$ cat config.mk
export PLATFORM = sky130hd
export DESIGN_NAME = led_pulse_dimming_control
export DESIGN_NICKNAME = d
export VERILOG_FILES = /design/src/rtl/led_dim_pkg.sv /design/src/rtl/pulse_dim_channel.sv /design/src/rtl/led_pulse_dimming_control.sv
export VERILOG_INCLUDE_DIRS = /design/src /design/src/rtl
export SDC_FILE = /design/constraint.sdc
export NUM_CORES = 1
export LEC_CHECK = 0
export ABC_AREA = 1
export ABC_CLOCK_PERIOD_IN_PS = 2840
export CAP_MARGIN = 10
export CORE_UTILIZATION = 40
export DETAILED_ROUTE_END_ITERATION = 8
export DONT_BUFFER_PORTS = 1
export PLACE_DENSITY = 0.61
export SETUP_SLACK_MARGIN = 0.15
export SYNTH_ARGS = -nofsm -noshare
export SYNTH_HDL_FRONTEND = slang
export SYNTH_SLANG_ARGS = --single-unit
$ cat constraint.sdc
create_clock -name clk -period 2.84 [get_ports clk]
set_input_delay 0.568 -clock clk [delete_from_list [all_inputs] [get_ports clk]]
set_output_delay 0.568 -clock clk [all_outputs]
set_load 0.01 [all_outputs]
$ cat src/rtl/led_dim_defs.svh
// Constants for the LED pulse-dimming control block
`ifndef LED_DIM_DEFS_SVH
`define LED_DIM_DEFS_SVH

// Clock period at 125 MHz
`define LD_CLK_NS 8

// Dimming pulse window and shutdown delay, as printed, in ns
`define LD_PULSE_MIN_NS 500
`define LD_PULSE_MAX_NS 250000
`define LD_SHDN_NS 2500000

// Least times round up, longest times round down
`define LD_PULSE_MIN_CYC ((`LD_PULSE_MIN_NS + `LD_CLK_NS - 1) / `LD_CLK_NS)
`define LD_PULSE_MAX_CYC (`LD_PULSE_MAX_NS / `LD_CLK_NS)
`define LD_SHDN_CYC (`LD_SHDN_NS / `LD_CLK_NS)

// Brightness levels in 1/32 of full scale
`define LD_FULL_LEVEL 6'h20
`define LD_STEP_MAX 5'h1F
`define LD_STEP_RESET 5'h00

// Thermal derating in permille of full current
`define LD_DERATE_START_C 9'sh028
`define LD_DERATE_PER_C 16'h0011
`define LD_FULL_PERMILLE 16'h03E8

// Thermal shutdown trip and hysteresis in degrees C
`define LD_TSD_ON_C 9'sh0A0
`define LD_TSD_HYST_C 9'sh014

`endif

$ cat src/rtl/led_dim_pkg.sv
// Types shared by the LED pulse-dimming control block
`default_nettype none

package led_dim_pkg;

    typedef enum logic [1:0] {
        CH_OFF = 2'b00,
        CH_ON  = 2'b01,
        CH_LOW = 2'b11
    } chan_state_t;

    typedef enum logic [1:0] {
        PUMP_OFF       = 2'b00,
        PUMP_PRECHARGE = 2'b01,
        PUMP_SOFT      = 2'b11,
        PUMP_RUN       = 2'b10
    } pump_state_t;

    typedef enum logic [1:0] {
        RATIO_1X   = 2'b00,
        RATIO_1P5X = 2'b01,
        RATIO_2X   = 2'b11
    } ratio_t;

    // Comparator results from the analog side
    typedef struct packed {
        logic minFeedbackLow;
        logic inAboveOut;
        logic inAboveTwoThirds;
        logic outPrecharged;
        logic feedbackRegulated;
    } sense_t;

    typedef struct packed {
        logic on;
        logic [4:0] step;
    } group_t;

endpackage : led_dim_pkg

`default_nettype wire

$ cat src/rtl/pulse_dim_channel.sv
// Single-wire pulse decoder and dimming step counter for one LED group
`timescale 1ns/1ps
`default_nettype none
`include "led_dim_defs.svh"

module pulse_dim_channel #(
    parameter int MIN_CYC = `LD_PULSE_MIN_CYC,
    parameter int MAX_CYC = `LD_PULSE_MAX_CYC
) (
    input wire logic clk,
    input wire logic rst,
    input wire logic line,
    input wire logic clear,
    output var led_dim_pkg::group_t grp
);

    localparam logic [15:0] MINC = 16'(MIN_CYC);
    localparam logic [15:0] MAXC = 16'(MAX_CYC);

    led_dim_pkg::chan_state_t state;
    logic [15:0] lowCnt;
    logic [4:0] step;
    logic on;

    wire logic longEnough = lowCnt >= MINC;
    wire logic timedOut = lowCnt >= MAXC;

    assign grp = '{on: on, step: step};

    // ************************************************************
    // Pulse decoder
    // ************************************************************
    always_ff @(posedge clk) begin
        if (rst || clear) begin
            state <= led_dim_pkg::CH_OFF;
            lowCnt <= 16'h0000;
            step <= `LD_STEP_RESET;
            on <= 1'b0;
        end else begin
            case (state)
                led_dim_pkg::CH_OFF: begin
                    if (line) begin
                        state <= led_dim_pkg::CH_ON;
                        step <= `LD_STEP_RESET;
                        on <= 1'b1;
                    end
                end
                led_dim_pkg::CH_ON: begin
                    if (!line) begin
                        state <= led_dim_pkg::CH_LOW;
                        lowCnt <= 16'h0001;
                    end
                end
                led_dim_pkg::CH_LOW: begin
                    if (line) begin
                        state <= led_dim_pkg::CH_ON;
                        // Glitches below the window are ignored
                        if (longEnough) begin
                            step <= step + 5'h01;
                        end
                    end else if (timedOut) begin
                        // Held low past the window: group disabled
                        state <= led_dim_pkg::CH_OFF;
                        step <= `LD_STEP_RESET;
                        on <= 1'b0;
                    end else begin
                        lowCnt <= lowCnt + 16'h0001;
                    end
                end
                default: begin
                    state <= led_dim_pkg::CH_OFF;
                    on <= 1'b0;
                end
            endcase
        end
    end
endmodule : pulse_dim_channel
`default_nettype wire

$ cat src/rtl/led_pulse_dimming_control.sv
// Enable decoding, shutdown, charge-pump ratio and thermal control
`timescale 1ns/1ps
`default_nettype none
`include "led_dim_defs.svh"

// Overview of operation
// - A group enabled from off starts at full brightness, step zero.
// - Each low pulse of 500ns to 250us lowers current by 1/32.
// - After the 31st pulse the group runs at 1/32 of full scale.
// - The 32nd pulse wraps the group back to full scale.
// - All enables low for 2.5ms puts the device in shutdown.
// - Main current is zero once main enables are held low past 250us, full when enabled from off.
// - The flash enable alone switches the flash pair on and off.
// - In 1x the pump moves to 1.5x when feedback drops below 100mV.
// - In 1.5x the pump returns to 1x once input exceeds output.
// - In 1.5x the pump moves to 2x when feedback drops below 100mV.
// - In 2x the pump returns to 1.5x once input exceeds 2/3 output.
// - After precharge a ratio is chosen; 1x ends soft-start at once.
// - With 1.5x or 2x, soft-start lasts until feedback regulates.
// - Current limit falls 1.7% per degree above +40C.
// - Shutdown at +160C, restart after cooling by 20C.
module led_pulse_dimming_control #(
    parameter int PULSE_MAX_CYC = `LD_PULSE_MAX_CYC,
    parameter int SHDN_CYC = `LD_SHDN_CYC
) (
    input wire logic clk,
    input wire logic rst,
    input wire logic main_enable_a,
    input wire logic main_enable_b,
    input wire logic flash_enable,
    input wire led_dim_pkg::sense_t sense,
    input wire logic signed [8:0] dieTemp,
    output var led_dim_pkg::group_t mainGroup,
    output var led_dim_pkg::group_t flashGroup,
    output logic [5:0] mainLevel,
    output logic [5:0] flashLevel,
    output logic [9:0] currentLimit,
    output var led_dim_pkg::ratio_t ratio,
    output var led_dim_pkg::pump_state_t pumpState,
    output logic softStart,
    output logic shutdown,
    output logic isolate,
    output logic outPulldown,
    output logic thermalOff
);

    localparam logic [19:0] SHDN_C = 20'(SHDN_CYC);

    // ************************************************************
    // Helpers
    // ************************************************************
    function automatic logic [5:0] levelOf(input led_dim_pkg::group_t g,
                                           input logic hot);
        if (!g.on || hot) begin
            return 6'h00;
        end
        return `LD_FULL_LEVEL - {1'b0, g.step};
    endfunction : levelOf

    function automatic logic [9:0] derateLimit(input logic signed [8:0] t);
        logic [15:0] over;
        logic [15:0] drop;
        over = 16'h0000;
        drop = 16'h0000;
        if (t <= `LD_DERATE_START_C) begin
            return 10'(`LD_FULL_PERMILLE);
        end
        over = {7'h00, 9'(t - `LD_DERATE_START_C)};
        drop = 16'(over * `LD_DERATE_PER_C);
        if (drop >= `LD_FULL_PERMILLE) begin
            return 10'h000;
        end
        return 10'(`LD_FULL_PERMILLE - drop);
    endfunction : derateLimit

    // ************************************************************
    // Enable decoding
    // ************************************************************
    // Mismatched main enables count as low; the pair is meant to be tied
    wire logic mainLine = main_enable_a & main_enable_b;
    wire logic allLow = !main_enable_a && !main_enable_b && !flash_enable;
    wire logic stop = shutdown || thermalOff;
    wire logic tsdTrip = dieTemp >= `LD_TSD_ON_C;
    wire logic tsdCool = dieTemp <= (`LD_TSD_ON_C - `LD_TSD_HYST_C);

    pulse_dim_channel #(
        .MIN_CYC(`LD_PULSE_MIN_CYC),
        .MAX_CYC(PULSE_MAX_CYC)
    ) u_main (
        .clk(clk),
        .rst(rst),
        .line(mainLine),
        .clear(shutdown),
        .grp(mainGroup)
    );

    pulse_dim_channel #(
        .MIN_CYC(`LD_PULSE_MIN_CYC),
        .MAX_CYC(PULSE_MAX_CYC)
    ) u_flash (
        .clk(clk),
        .rst(rst),
        .line(flash_enable),
        .clear(shutdown),
        .grp(flashGroup)
    );

    // ************************************************************
    // Shutdown timer
    // ************************************************************
    logic [19:0] lowCnt;

    always_ff @(posedge clk) begin
        if (rst || !allLow) begin
            lowCnt <= 20'h00000;
        end else if (lowCnt != SHDN_C) begin
            lowCnt <= lowCnt + 20'h00001;
        end
    end

    // Powers up shut down; any enable high wakes it
    always_ff @(posedge clk) begin
        if (rst) begin
            shutdown <= 1'b1;
            isolate <= 1'b1;
            outPulldown <= 1'b1;
        end else if (!allLow) begin
            shutdown <= 1'b0;
            isolate <= 1'b0;
            outPulldown <= 1'b0;
        end else if (lowCnt >= SHDN_C - 20'h00001) begin
            shutdown <= 1'b1;
            isolate <= 1'b1;
            outPulldown <= 1'b1;
        end
    end

    // ************************************************************
    // Thermal protection and LED current
    // ************************************************************
    always_ff @(posedge clk) begin
        if (rst) begin
            thermalOff <= 1'b0;
        end else if (tsdTrip) begin
            thermalOff <= 1'b1;
        end else if (tsdCool) begin
            thermalOff <= 1'b0;
        end
    end

    always_ff @(posedge clk) begin
        if (rst) begin
            mainLevel <= 6'h00;
            flashLevel <= 6'h00;
            currentLimit <= 10'(`LD_FULL_PERMILLE);
        end else begin
            mainLevel <= levelOf(mainGroup, thermalOff);
            flashLevel <= levelOf(flashGroup, thermalOff);
            currentLimit <= derateLimit(dieTemp);
        end
    end

    // ************************************************************
    // Charge-pump sequencing
    // ************************************************************
    led_dim_pkg::pump_state_t next_pumpState;
    led_dim_pkg::ratio_t next_ratio;

    // Ratio picked when precharge completes
    wire led_dim_pkg::ratio_t startRatio = sense.inAboveOut
        ? led_dim_pkg::RATIO_1X
        : (sense.inAboveTwoThirds ? led_dim_pkg::RATIO_1P5X
                                  : led_dim_pkg::RATIO_2X);

    always_comb begin
        next_pumpState = pumpState;
        next_ratio = ratio;
        case (pumpState)
            led_dim_pkg::PUMP_OFF: begin
                next_ratio = led_dim_pkg::RATIO_1X;
                if (!stop) begin
                    next_pumpState = led_dim_pkg::PUMP_PRECHARGE;
                end
            end
            led_dim_pkg::PUMP_PRECHARGE: begin
                if (sense.outPrecharged) begin
                    next_ratio = startRatio;
                    if (startRatio == led_dim_pkg::RATIO_1X) begin
                        next_pumpState = led_dim_pkg::PUMP_RUN;
                    end else begin
                        next_pumpState = led_dim_pkg::PUMP_SOFT;
                    end
                end
            end
            led_dim_pkg::PUMP_SOFT: begin
                if (sense.feedbackRegulated) begin
                    next_pumpState = led_dim_pkg::PUMP_RUN;
                end
            end
            led_dim_pkg::PUMP_RUN: begin
                case (ratio)
                    led_dim_pkg::RATIO_1X: begin
                        if (sense.minFeedbackLow) begin
                            next_ratio = led_dim_pkg::RATIO_1P5X;
                        end
                    end
                    led_dim_pkg::RATIO_1P5X: begin
                        // Falling headroom wins over the step back down
                        if (sense.minFeedbackLow) begin
                            next_ratio = led_dim_pkg::RATIO_2X;
                        end else if (sense.inAboveOut) begin
                            next_ratio = led_dim_pkg::RATIO_1X;
                        end
                    end
                    led_dim_pkg::RATIO_2X: begin
                        if (sense.inAboveTwoThirds && !sense.minFeedbackLow) begin
                            next_ratio = led_dim_pkg::RATIO_1P5X;
                        end
                    end
                    default: begin
                        next_ratio = led_dim_pkg::RATIO_1X;
                    end
                endcase
            end
            default: begin
                next_pumpState = led_dim_pkg::PUMP_OFF;
            end
        endcase
        if (stop) begin
            next_pumpState = led_dim_pkg::PUMP_OFF;
            next_ratio = led_dim_pkg::RATIO_1X;
        end
    end

    always_ff @(posedge clk) begin
        if (rst) begin
            pumpState <= led_dim_pkg::PUMP_OFF;
            ratio <= led_dim_pkg::RATIO_1X;
            softStart <= 1'b0;
        end else begin
            pumpState <= next_pumpState;
            ratio <= next_ratio;
            softStart <= next_pumpState == led_dim_pkg::PUMP_PRECHARGE
                      || next_pumpState == led_dim_pkg::PUMP_SOFT;
        end
    end

    // ************************************************************
    // Checks
    // ************************************************************
    logic [19:0] lowSeen;

    always_ff @(posedge clk) begin
        if (rst || !allLow) begin
            lowSeen <= 20'h00000;
        end else if (lowSeen != SHDN_C) begin
            lowSeen <= lowSeen + 20'h00001;
        end
    end
endmodule : led_pulse_dimming_control
`default_nettype wire

==> metrics, run 1 <==
Global Route Usage Sum 0.1793; Fin. Hold Viols 0; crit-path max FO 7; P_sw around 0.00086 W; Synth cell types 40; Sw Ratio 0.2865; largest net degree at the start of global routing between 40 and 50; maximum vdd drop about 270 uV; Buf+Inv Stages, Crit Path 2; gr ovfl total 0; initial antenna violation count 0; initial drt markers between 200 and 300; startpoint class of the critical path input pin; RSZ-0062 raised after global routing no; Slew @ Worst Pin 0.7619 ns; clock latency on the worst-skew pair 0.35 ns; Via density 4.984; n_diodes 0; Die Area about 16,000 um^2; static leakage about 2.5 nW; Setup CP Type input pin to flip-flop; Mapped Cells just over 900; Die Wd about 120 um; Clock Skews between 0.008 and 0.009 ns; Synth Register Bits 96; Reg-to-Reg Start u_main.state[0]; Power Density between 400 and 500 nW/um^2; port bufs 0; vias in the first global route between 4,000 and 5,000; Final setup viols 0; status finished, final reports clean; WL/cell 12.44 um; crit path from dieTemp[3]; Total Wirelength ~14 mm; Clock transition at path regs approximately 0.07 ns; Hold Path Class input pin to flip-flop; Tcrit/Tclk final 0.9026; Post-DP HPWL 10.10 mm; TritonCTS Buffers 9; fin crit period roughly 2.6 ns; cells along the critical path o21ai_1 -> xor2_1 -> inv_1 -> ha_1 -> fa_1 -> xnor2_1 -> nor2_2 -> o21ai_1 -> nor3_1 -> nor2_2 -> buf_4 -> nand2_2 -> nor2_1; CP max stage cell fa_1; arrival time at the worst endpoint roughly 2.8 ns; setup TNS 0 ns; Placed Area approximately 6300 um^2; delay-heaviest family, CP adder cells; hold_sp dieTemp[7]; Slew headroom 0.4915; Residual DRC 0; Initial Util 0.4132; Final GP Congestion roughly 0.85; CTS tree yes; CTS Sinks 96; Max stage delay on crit path 0.46 ns; core area 14,640 um^2; combinational power share 0.145; Max Cap Violations 0; clock power share 0.386; die height between 100 and 150 um; Yosys warning count 0; ANT nets after route 0; Reg power frac 0.469; fmax just under 0.4 GHz; Post-CTS Hold Buffers 0; cell internal pwr between 0.002 and 0.0025 W; H-tree levels 3; wire length of the first global-routing pass 23.17 mm; Avg Inst Size Synth ~6.6 um^2; via count of the routed design around 5,500; Worst EP required about 3.1 ns; nets 966; cell area after layout roughly 6600 um^2; layout cells sized above 1 0.05696; IO Count between 60 and 70; DR pass1 iterations 5; Longest Clk Path Bufs 2; register area share after synthesis 0.3176; max-slew violations 0; # rows 44; area grow syn2layout 8.271%; mapped cell area about 6100 um^2; syn_nets roughly 970; Worst setup EP type flip-flop; CTS root buf clkbuf_16
sequential cells by signal, indices dropped and copies added (netlist names), 2 cells and up:
register        cells
u_main.state        2
u_flash.state       2
u_flash.lowCnt     16
ratio               2
currentLimit       10
u_main.step         5
flashLevel          6
lowCnt             20
u_flash.step        5
mainLevel           6
pumpState           2
u_main.lowCnt      16
metrics by stage:
stage	total power (W)	std cells	setup slack [ns]	hold WS [ns]	util
after floorplan	0.001778	910	0.1419	0.4517	-
after global placement	0.001885	1080	-0.02355	0.4732	0.4276
after detailed placement	0.001882	1080	-0.07646	0.4685	0.4276
after CTS	0.003058	1096	0.2937	0.3635	0.4469
after global routing	0.003184	1097	0.1530	0.3791	0.4474
final	0.003013	1097	0.2765	0.3762	0.4474
per-layer routing:
| metal | share of wire | GRT usage | up-vias | routed length (um) |
|---|---|---|---|---|
| met1 | 0.49 | 0.2321 | 2452 | 6665 |
| li1 | - | - | 2939 | - |
| met5 | 0 | 0 | - | 0 |
| met4 | 0.0091 | 0.04950 | 0 | 124 |
| met3 | 0.045 | 0.04579 | 9 | 611 |
| met2 | 0.46 | 0.2951 | 67 | 6244 |
power by group through the flow:
| stage | sequential (W) | clock (W) | combinational (W) |
|---|---|---|---|
| 2_1_floorplan | 0.00143 | 0 | 0.000346 |
| 3_3_place_gp | 0.00145 | 0 | 0.000439 |
| 3_5_place_dp | 0.00145 | 0 | 0.000436 |
| 4_1_cts | 0.00141 | 0.00120 | 0.000439 |
| 5_1_grt | 0.00142 | 0.00127 | 0.000499 |
| 6_report | 0.00141 | 0.00116 | 0.000437 |
cells by family after synthesis:
group | synth area share
xor gates and xnor gates | 0.05356
adders and majority gates | 0.08189
and+or+nand+nor | 0.3540
DFF | 0.3176
AOI/OAI and AO/OA | 0.09616
buffers and inverters | 0.09677
timing repair:
action	4_1_cts	5_1_grt
hold endpoints to repair	0	0
endpoints found under the setup margin	0	5
buffers inserted	0	1
gates resized for setup	0	0
cell usage after synthesis:
cell,n,share of area
clkbuf_1,12,0.0074
nand2_1,186,0.12
nor3_1,19,0.016
o41ai_1,1,0.0014
buf_8,1,0.0025
nor3b_4,1,0.0031
nor2_1,138,0.086
nor4_1,8,0.0083
or2_2,5,0.0052
buf_4,8,0.0099
buf_2,3,0.0025
nand4_1,20,0.021
inv_2,2,0.0012
nand2_4,2,0.0037
inv_1,113,0.070
nand3b_1,4,0.0050
o211ai_2,1,0.0021
nand4_2,1,0.0021
nor3b_1,3,0.0037
dfxtp_1,96,0.32
o311ai_0,2,0.0029
a311oi_1,1,0.0014
ha_1,38,0.079
a31oi_1,3,0.0031
o21a_1,1,0.0012
clkinv_1,2,0.0012
o21ai_0,26,0.022
fa_1,1,0.0033
and3_1,1,0.0010
nor2_2,2,0.0021
nand3_1,92,0.076
nand2_2,3,0.0031
buf_6,1,0.0019
xnor2_1,7,0.010
a21oi_1,70,0.058
a221oi_1,1,0.0014
o21ai_1,2,0.0017
xor2_1,30,0.043
a41oi_1,1,0.0014
nand3_2,2,0.0033
final timing paths:
kind / to / slack (ns) / cells past startpoint
worst min register to register: lowCnt[19] / 0.48 / 2
worst max-delay path: currentLimit[2] / 0.28 / 13
worst max register to register: u_main.lowCnt[0] / 0.80 / 7
worst min-delay path: thermalOff / 0.38 / 2
layout by cell type (no fill, tap or decap), drive strengths merged:
master	synthesis	final
nand2	191	191
nor2	140	140
inv	115	118
dfxtp	96	96
nand3	94	94
a21oi	70	70
ha	38	38
xor2	30	30
o21ai	28	28
nand4	21	21
nor3	19	19
buf	13	12
clkbuf	12	10
nor4	8	8
xnor2	7	7
or2	5	5
nand3b	4	4
nor3b	4	4
clkinv	2	4
a31oi	3	3
o311ai	2	2
o211ai	1	1
o41ai	1	1
o21a	1	1
and3	1	1
a41oi	1	1
a311oi	1	1
a221oi	1	1
fa	1	1
clkinvlp	0	1
area by class of cell:
class                   count  area, um^2
fillers                  1522        8093
repair buffers             12       90.09
well taps                 184       230.2
clock inverters             6       52.55
flip-flops and latches     96        1922
multi-input cells         672        3568
inverters                 117       459.2
clock buffers              10       229.0
(Power assumes the default switching activity.)
==> inputs of run 2 (changes only) <==
--- a/config.mk
+++ b/config.mk
@@ -9,10 +9,11 @@
 export ABC_AREA = 1
 export ABC_CLOCK_PERIOD_IN_PS = 2840
 export CAP_MARGIN = 10
-export CORE_UTILIZATION = 40
+export CORE_UTILIZATION = 58
 export DETAILED_ROUTE_END_ITERATION = 8
 export DONT_BUFFER_PORTS = 1
-export PLACE_DENSITY = 0.61
+export PLACE_DENSITY = 0.81
+export RECOVER_POWER = 50
 export SETUP_SLACK_MARGIN = 0.15
 export SYNTH_ARGS = -nofsm -noshare
 export SYNTH_HDL_FRONTEND = slang
==> run 2 against run 1 <==
Sequential cell count unchanged. Clock-buffer cell count is 1 lower. Die area is 31% lower. Cell count down 5.0%. First-iteration DRC count is 33% higher. Register-to-register slack worse by 0.16 ns. Fmax grew 2.2%. Core utilization is 19 points higher. Via count up 2.2%. Routed wire length down 3.4%.
==> metrics, run 2 (synthesized netlist as in run 1, its figures left out) <==
status finished, final reports clean; WL/cell 12.65 um; static leakage approximately 2.4 nW; clock latency on the worst-skew pair 0.38 ns; Max Cap Violations 0; Final Power approximately 0.0027 W; CTS Sinks 96; Reg with most FFs lowCnt; Initial Util 0.6078; startpoint class of the critical path input pin; max FFs per register 20; Buf+Inv Stages, Crit Path 1; Power Density about 430 nW/um^2; Max stage delay on crit path about 0.46 ns; largest net degree at the start of global routing 37; Clock Skews between 0.01 and 0.015 ns; commonest non-fill, non-tap cell in the layout nand2_1; core area between 9000 and 10,000 um^2; Setup CP Type input pin to flip-flop; most frequent cells in the layout nand2_1, nor2_1, inv_1, dfxtp_1, nand3_1; Hold Path Class input pin to flip-flop; CTS tree yes; Longest Clk Path Bufs 2; arrival time at the worst endpoint roughly 2.8 ns; DR pass1 iterations 4; fmax approximately 0.40 GHz; Worst EP required between 3 and 4 ns; H-tree levels 3; fin cells about 1,000; initial drt markers 379; dpl cells between 1,000 and 1,500; area grow syn2layout 5.418%; Final GP Congestion slightly above 0.9; Final setup viols 0; via count of the routed design between 5,000 and 6,000; Largest regs lowCnt x20, u_flash.lowCnt x16, u_main.lowCnt x16; TritonCTS Buffers 9; Slew headroom 0.5261; fin crit period between 2 and 3 ns; wire length of the first global-routing pass 22.86 mm; Post-DP HPWL 9.772 mm; Residual DRC 0; RSZ-0062 raised after global routing no; # rows 36; Clock transition at path regs about 0.080 ns; Die Wd between 100 and 150 um; port bufs 0; CTS root buf clkbuf_8; Place WS -0.05809 ns; crit-path max FO 7; gr ovfl total 0; IO Count between 60 and 70; Fin. Hold Viols 0; cells along the critical path o21ai_1 -> xor2_1 -> inv_1 -> ha_1 -> fa_1 -> xnor2_1 -> nor2_2 -> o21ai_1 -> nor3_2 -> nor2_4 -> nand3_1 -> nand2_1; CP max stage cell fa_1; Via density 5.362; Global Route Usage Sum 0.2528; Die Area approximately 11,000 um^2; nets between 900 and 1,000; CP dominant cell by count o21ai_1; delay-heaviest family, CP adder cells; Slew @ Worst Pin a little over 0.7 ns; maximum vdd drop 362.1 uV; ANT nets after route 0; Total Wirelength ~13 mm; layout cells sized above 1 0.05501; FF-to-FF setup slack about 0.64 ns; Tcrit/Tclk final 0.8832; Final WS setup between 0.3 and 0.4 ns; initial antenna violation count 0; n_diodes 0; setup TNS 0 ns; # Post-CTS Setup Buffers 0; Worst setup EP type flip-flop; vias in the first global route 5,042; Core Util, Final 0.6408; die height 104.1 um; max-slew violations 0
## run 2: cell types whose count changed in the layout (fill, tap and decap cells not counted)
| cell | previous run | this run |
|---|---|---|
| buf_4 | 12 | 9 |
| bufinv_16 | 0 | 1 |
| clkbuf_1 | 1 | 0 |
| clkbuf_16 | 9 | 0 |
| clkbuf_8 | 0 | 9 |
| clkinv_2 | 1 | 3 |
| inv_6 | 1 | 0 |
| inv_8 | 3 | 1 |
| nor2_2 | 3 | 2 |
| nor2_4 | 0 | 1 |
| nor3_1 | 19 | 18 |
| nor3_2 | 0 | 1 |
## run 2: power breakdown
group          internal (W)  switching [W]  leakage (nW)
Sequential          0.00137      0.0000424         0.777
Clock              0.000399       0.000475        0.0948
Combinational      0.000163       0.000274          1.55
## run 2: cell type report
cell class | instances | area, um^2
repair buffers | 9 | 67.56
multi-input cells | 672 | 3578
fillers | 930 | 3576
flip-flops and latches | 96 | 1922
inverters | 117 | 459.2
clock buffers | 9 | 123.9
clock inverters | 6 | 61.31
well taps | 133 | 166.4
## run 2: metrics by stage
step / hold slack, ns / area [um^2]
finish: 0.3419 / 6379
global route: 0.3447 / 6379
CTS: 0.3281 / 6369
detailed placement: 0.4752 / 6183
global placement: 0.4708 / 6183
floorplan: 0.4517 / 6096
## run 2: worst paths after layout
check             startpoint          endpoint  cells past startpoint
max               dieTemp[3]   currentLimit[3]                     12
min               dieTemp[2]   currentLimit[2]                      2
max reg2reg  u_main.state[0]  u_main.lowCnt[0]                      7
min reg2reg       lowCnt[19]        lowCnt[19]                      2
## run 2: timing repair
action                     4_1_cts  5_1_grt
gates resized for setup          0        2
hold buffers                     0        0
setup endpoints to repair        0       10
## run 2: per-layer routing
| layer | vias up | part of all wire | track usage |
|---|---|---|---|
| met2 | 128 | 0.47 | 0.4186 |
| met3 | 20 | 0.057 | 0.06704 |
| met4 | 0 | 0.014 | 0.07347 |
| met1 | 2505 | 0.46 | 0.3222 |
| li1 | 2934 | - | - |
| met5 | - | 0 | 0 |
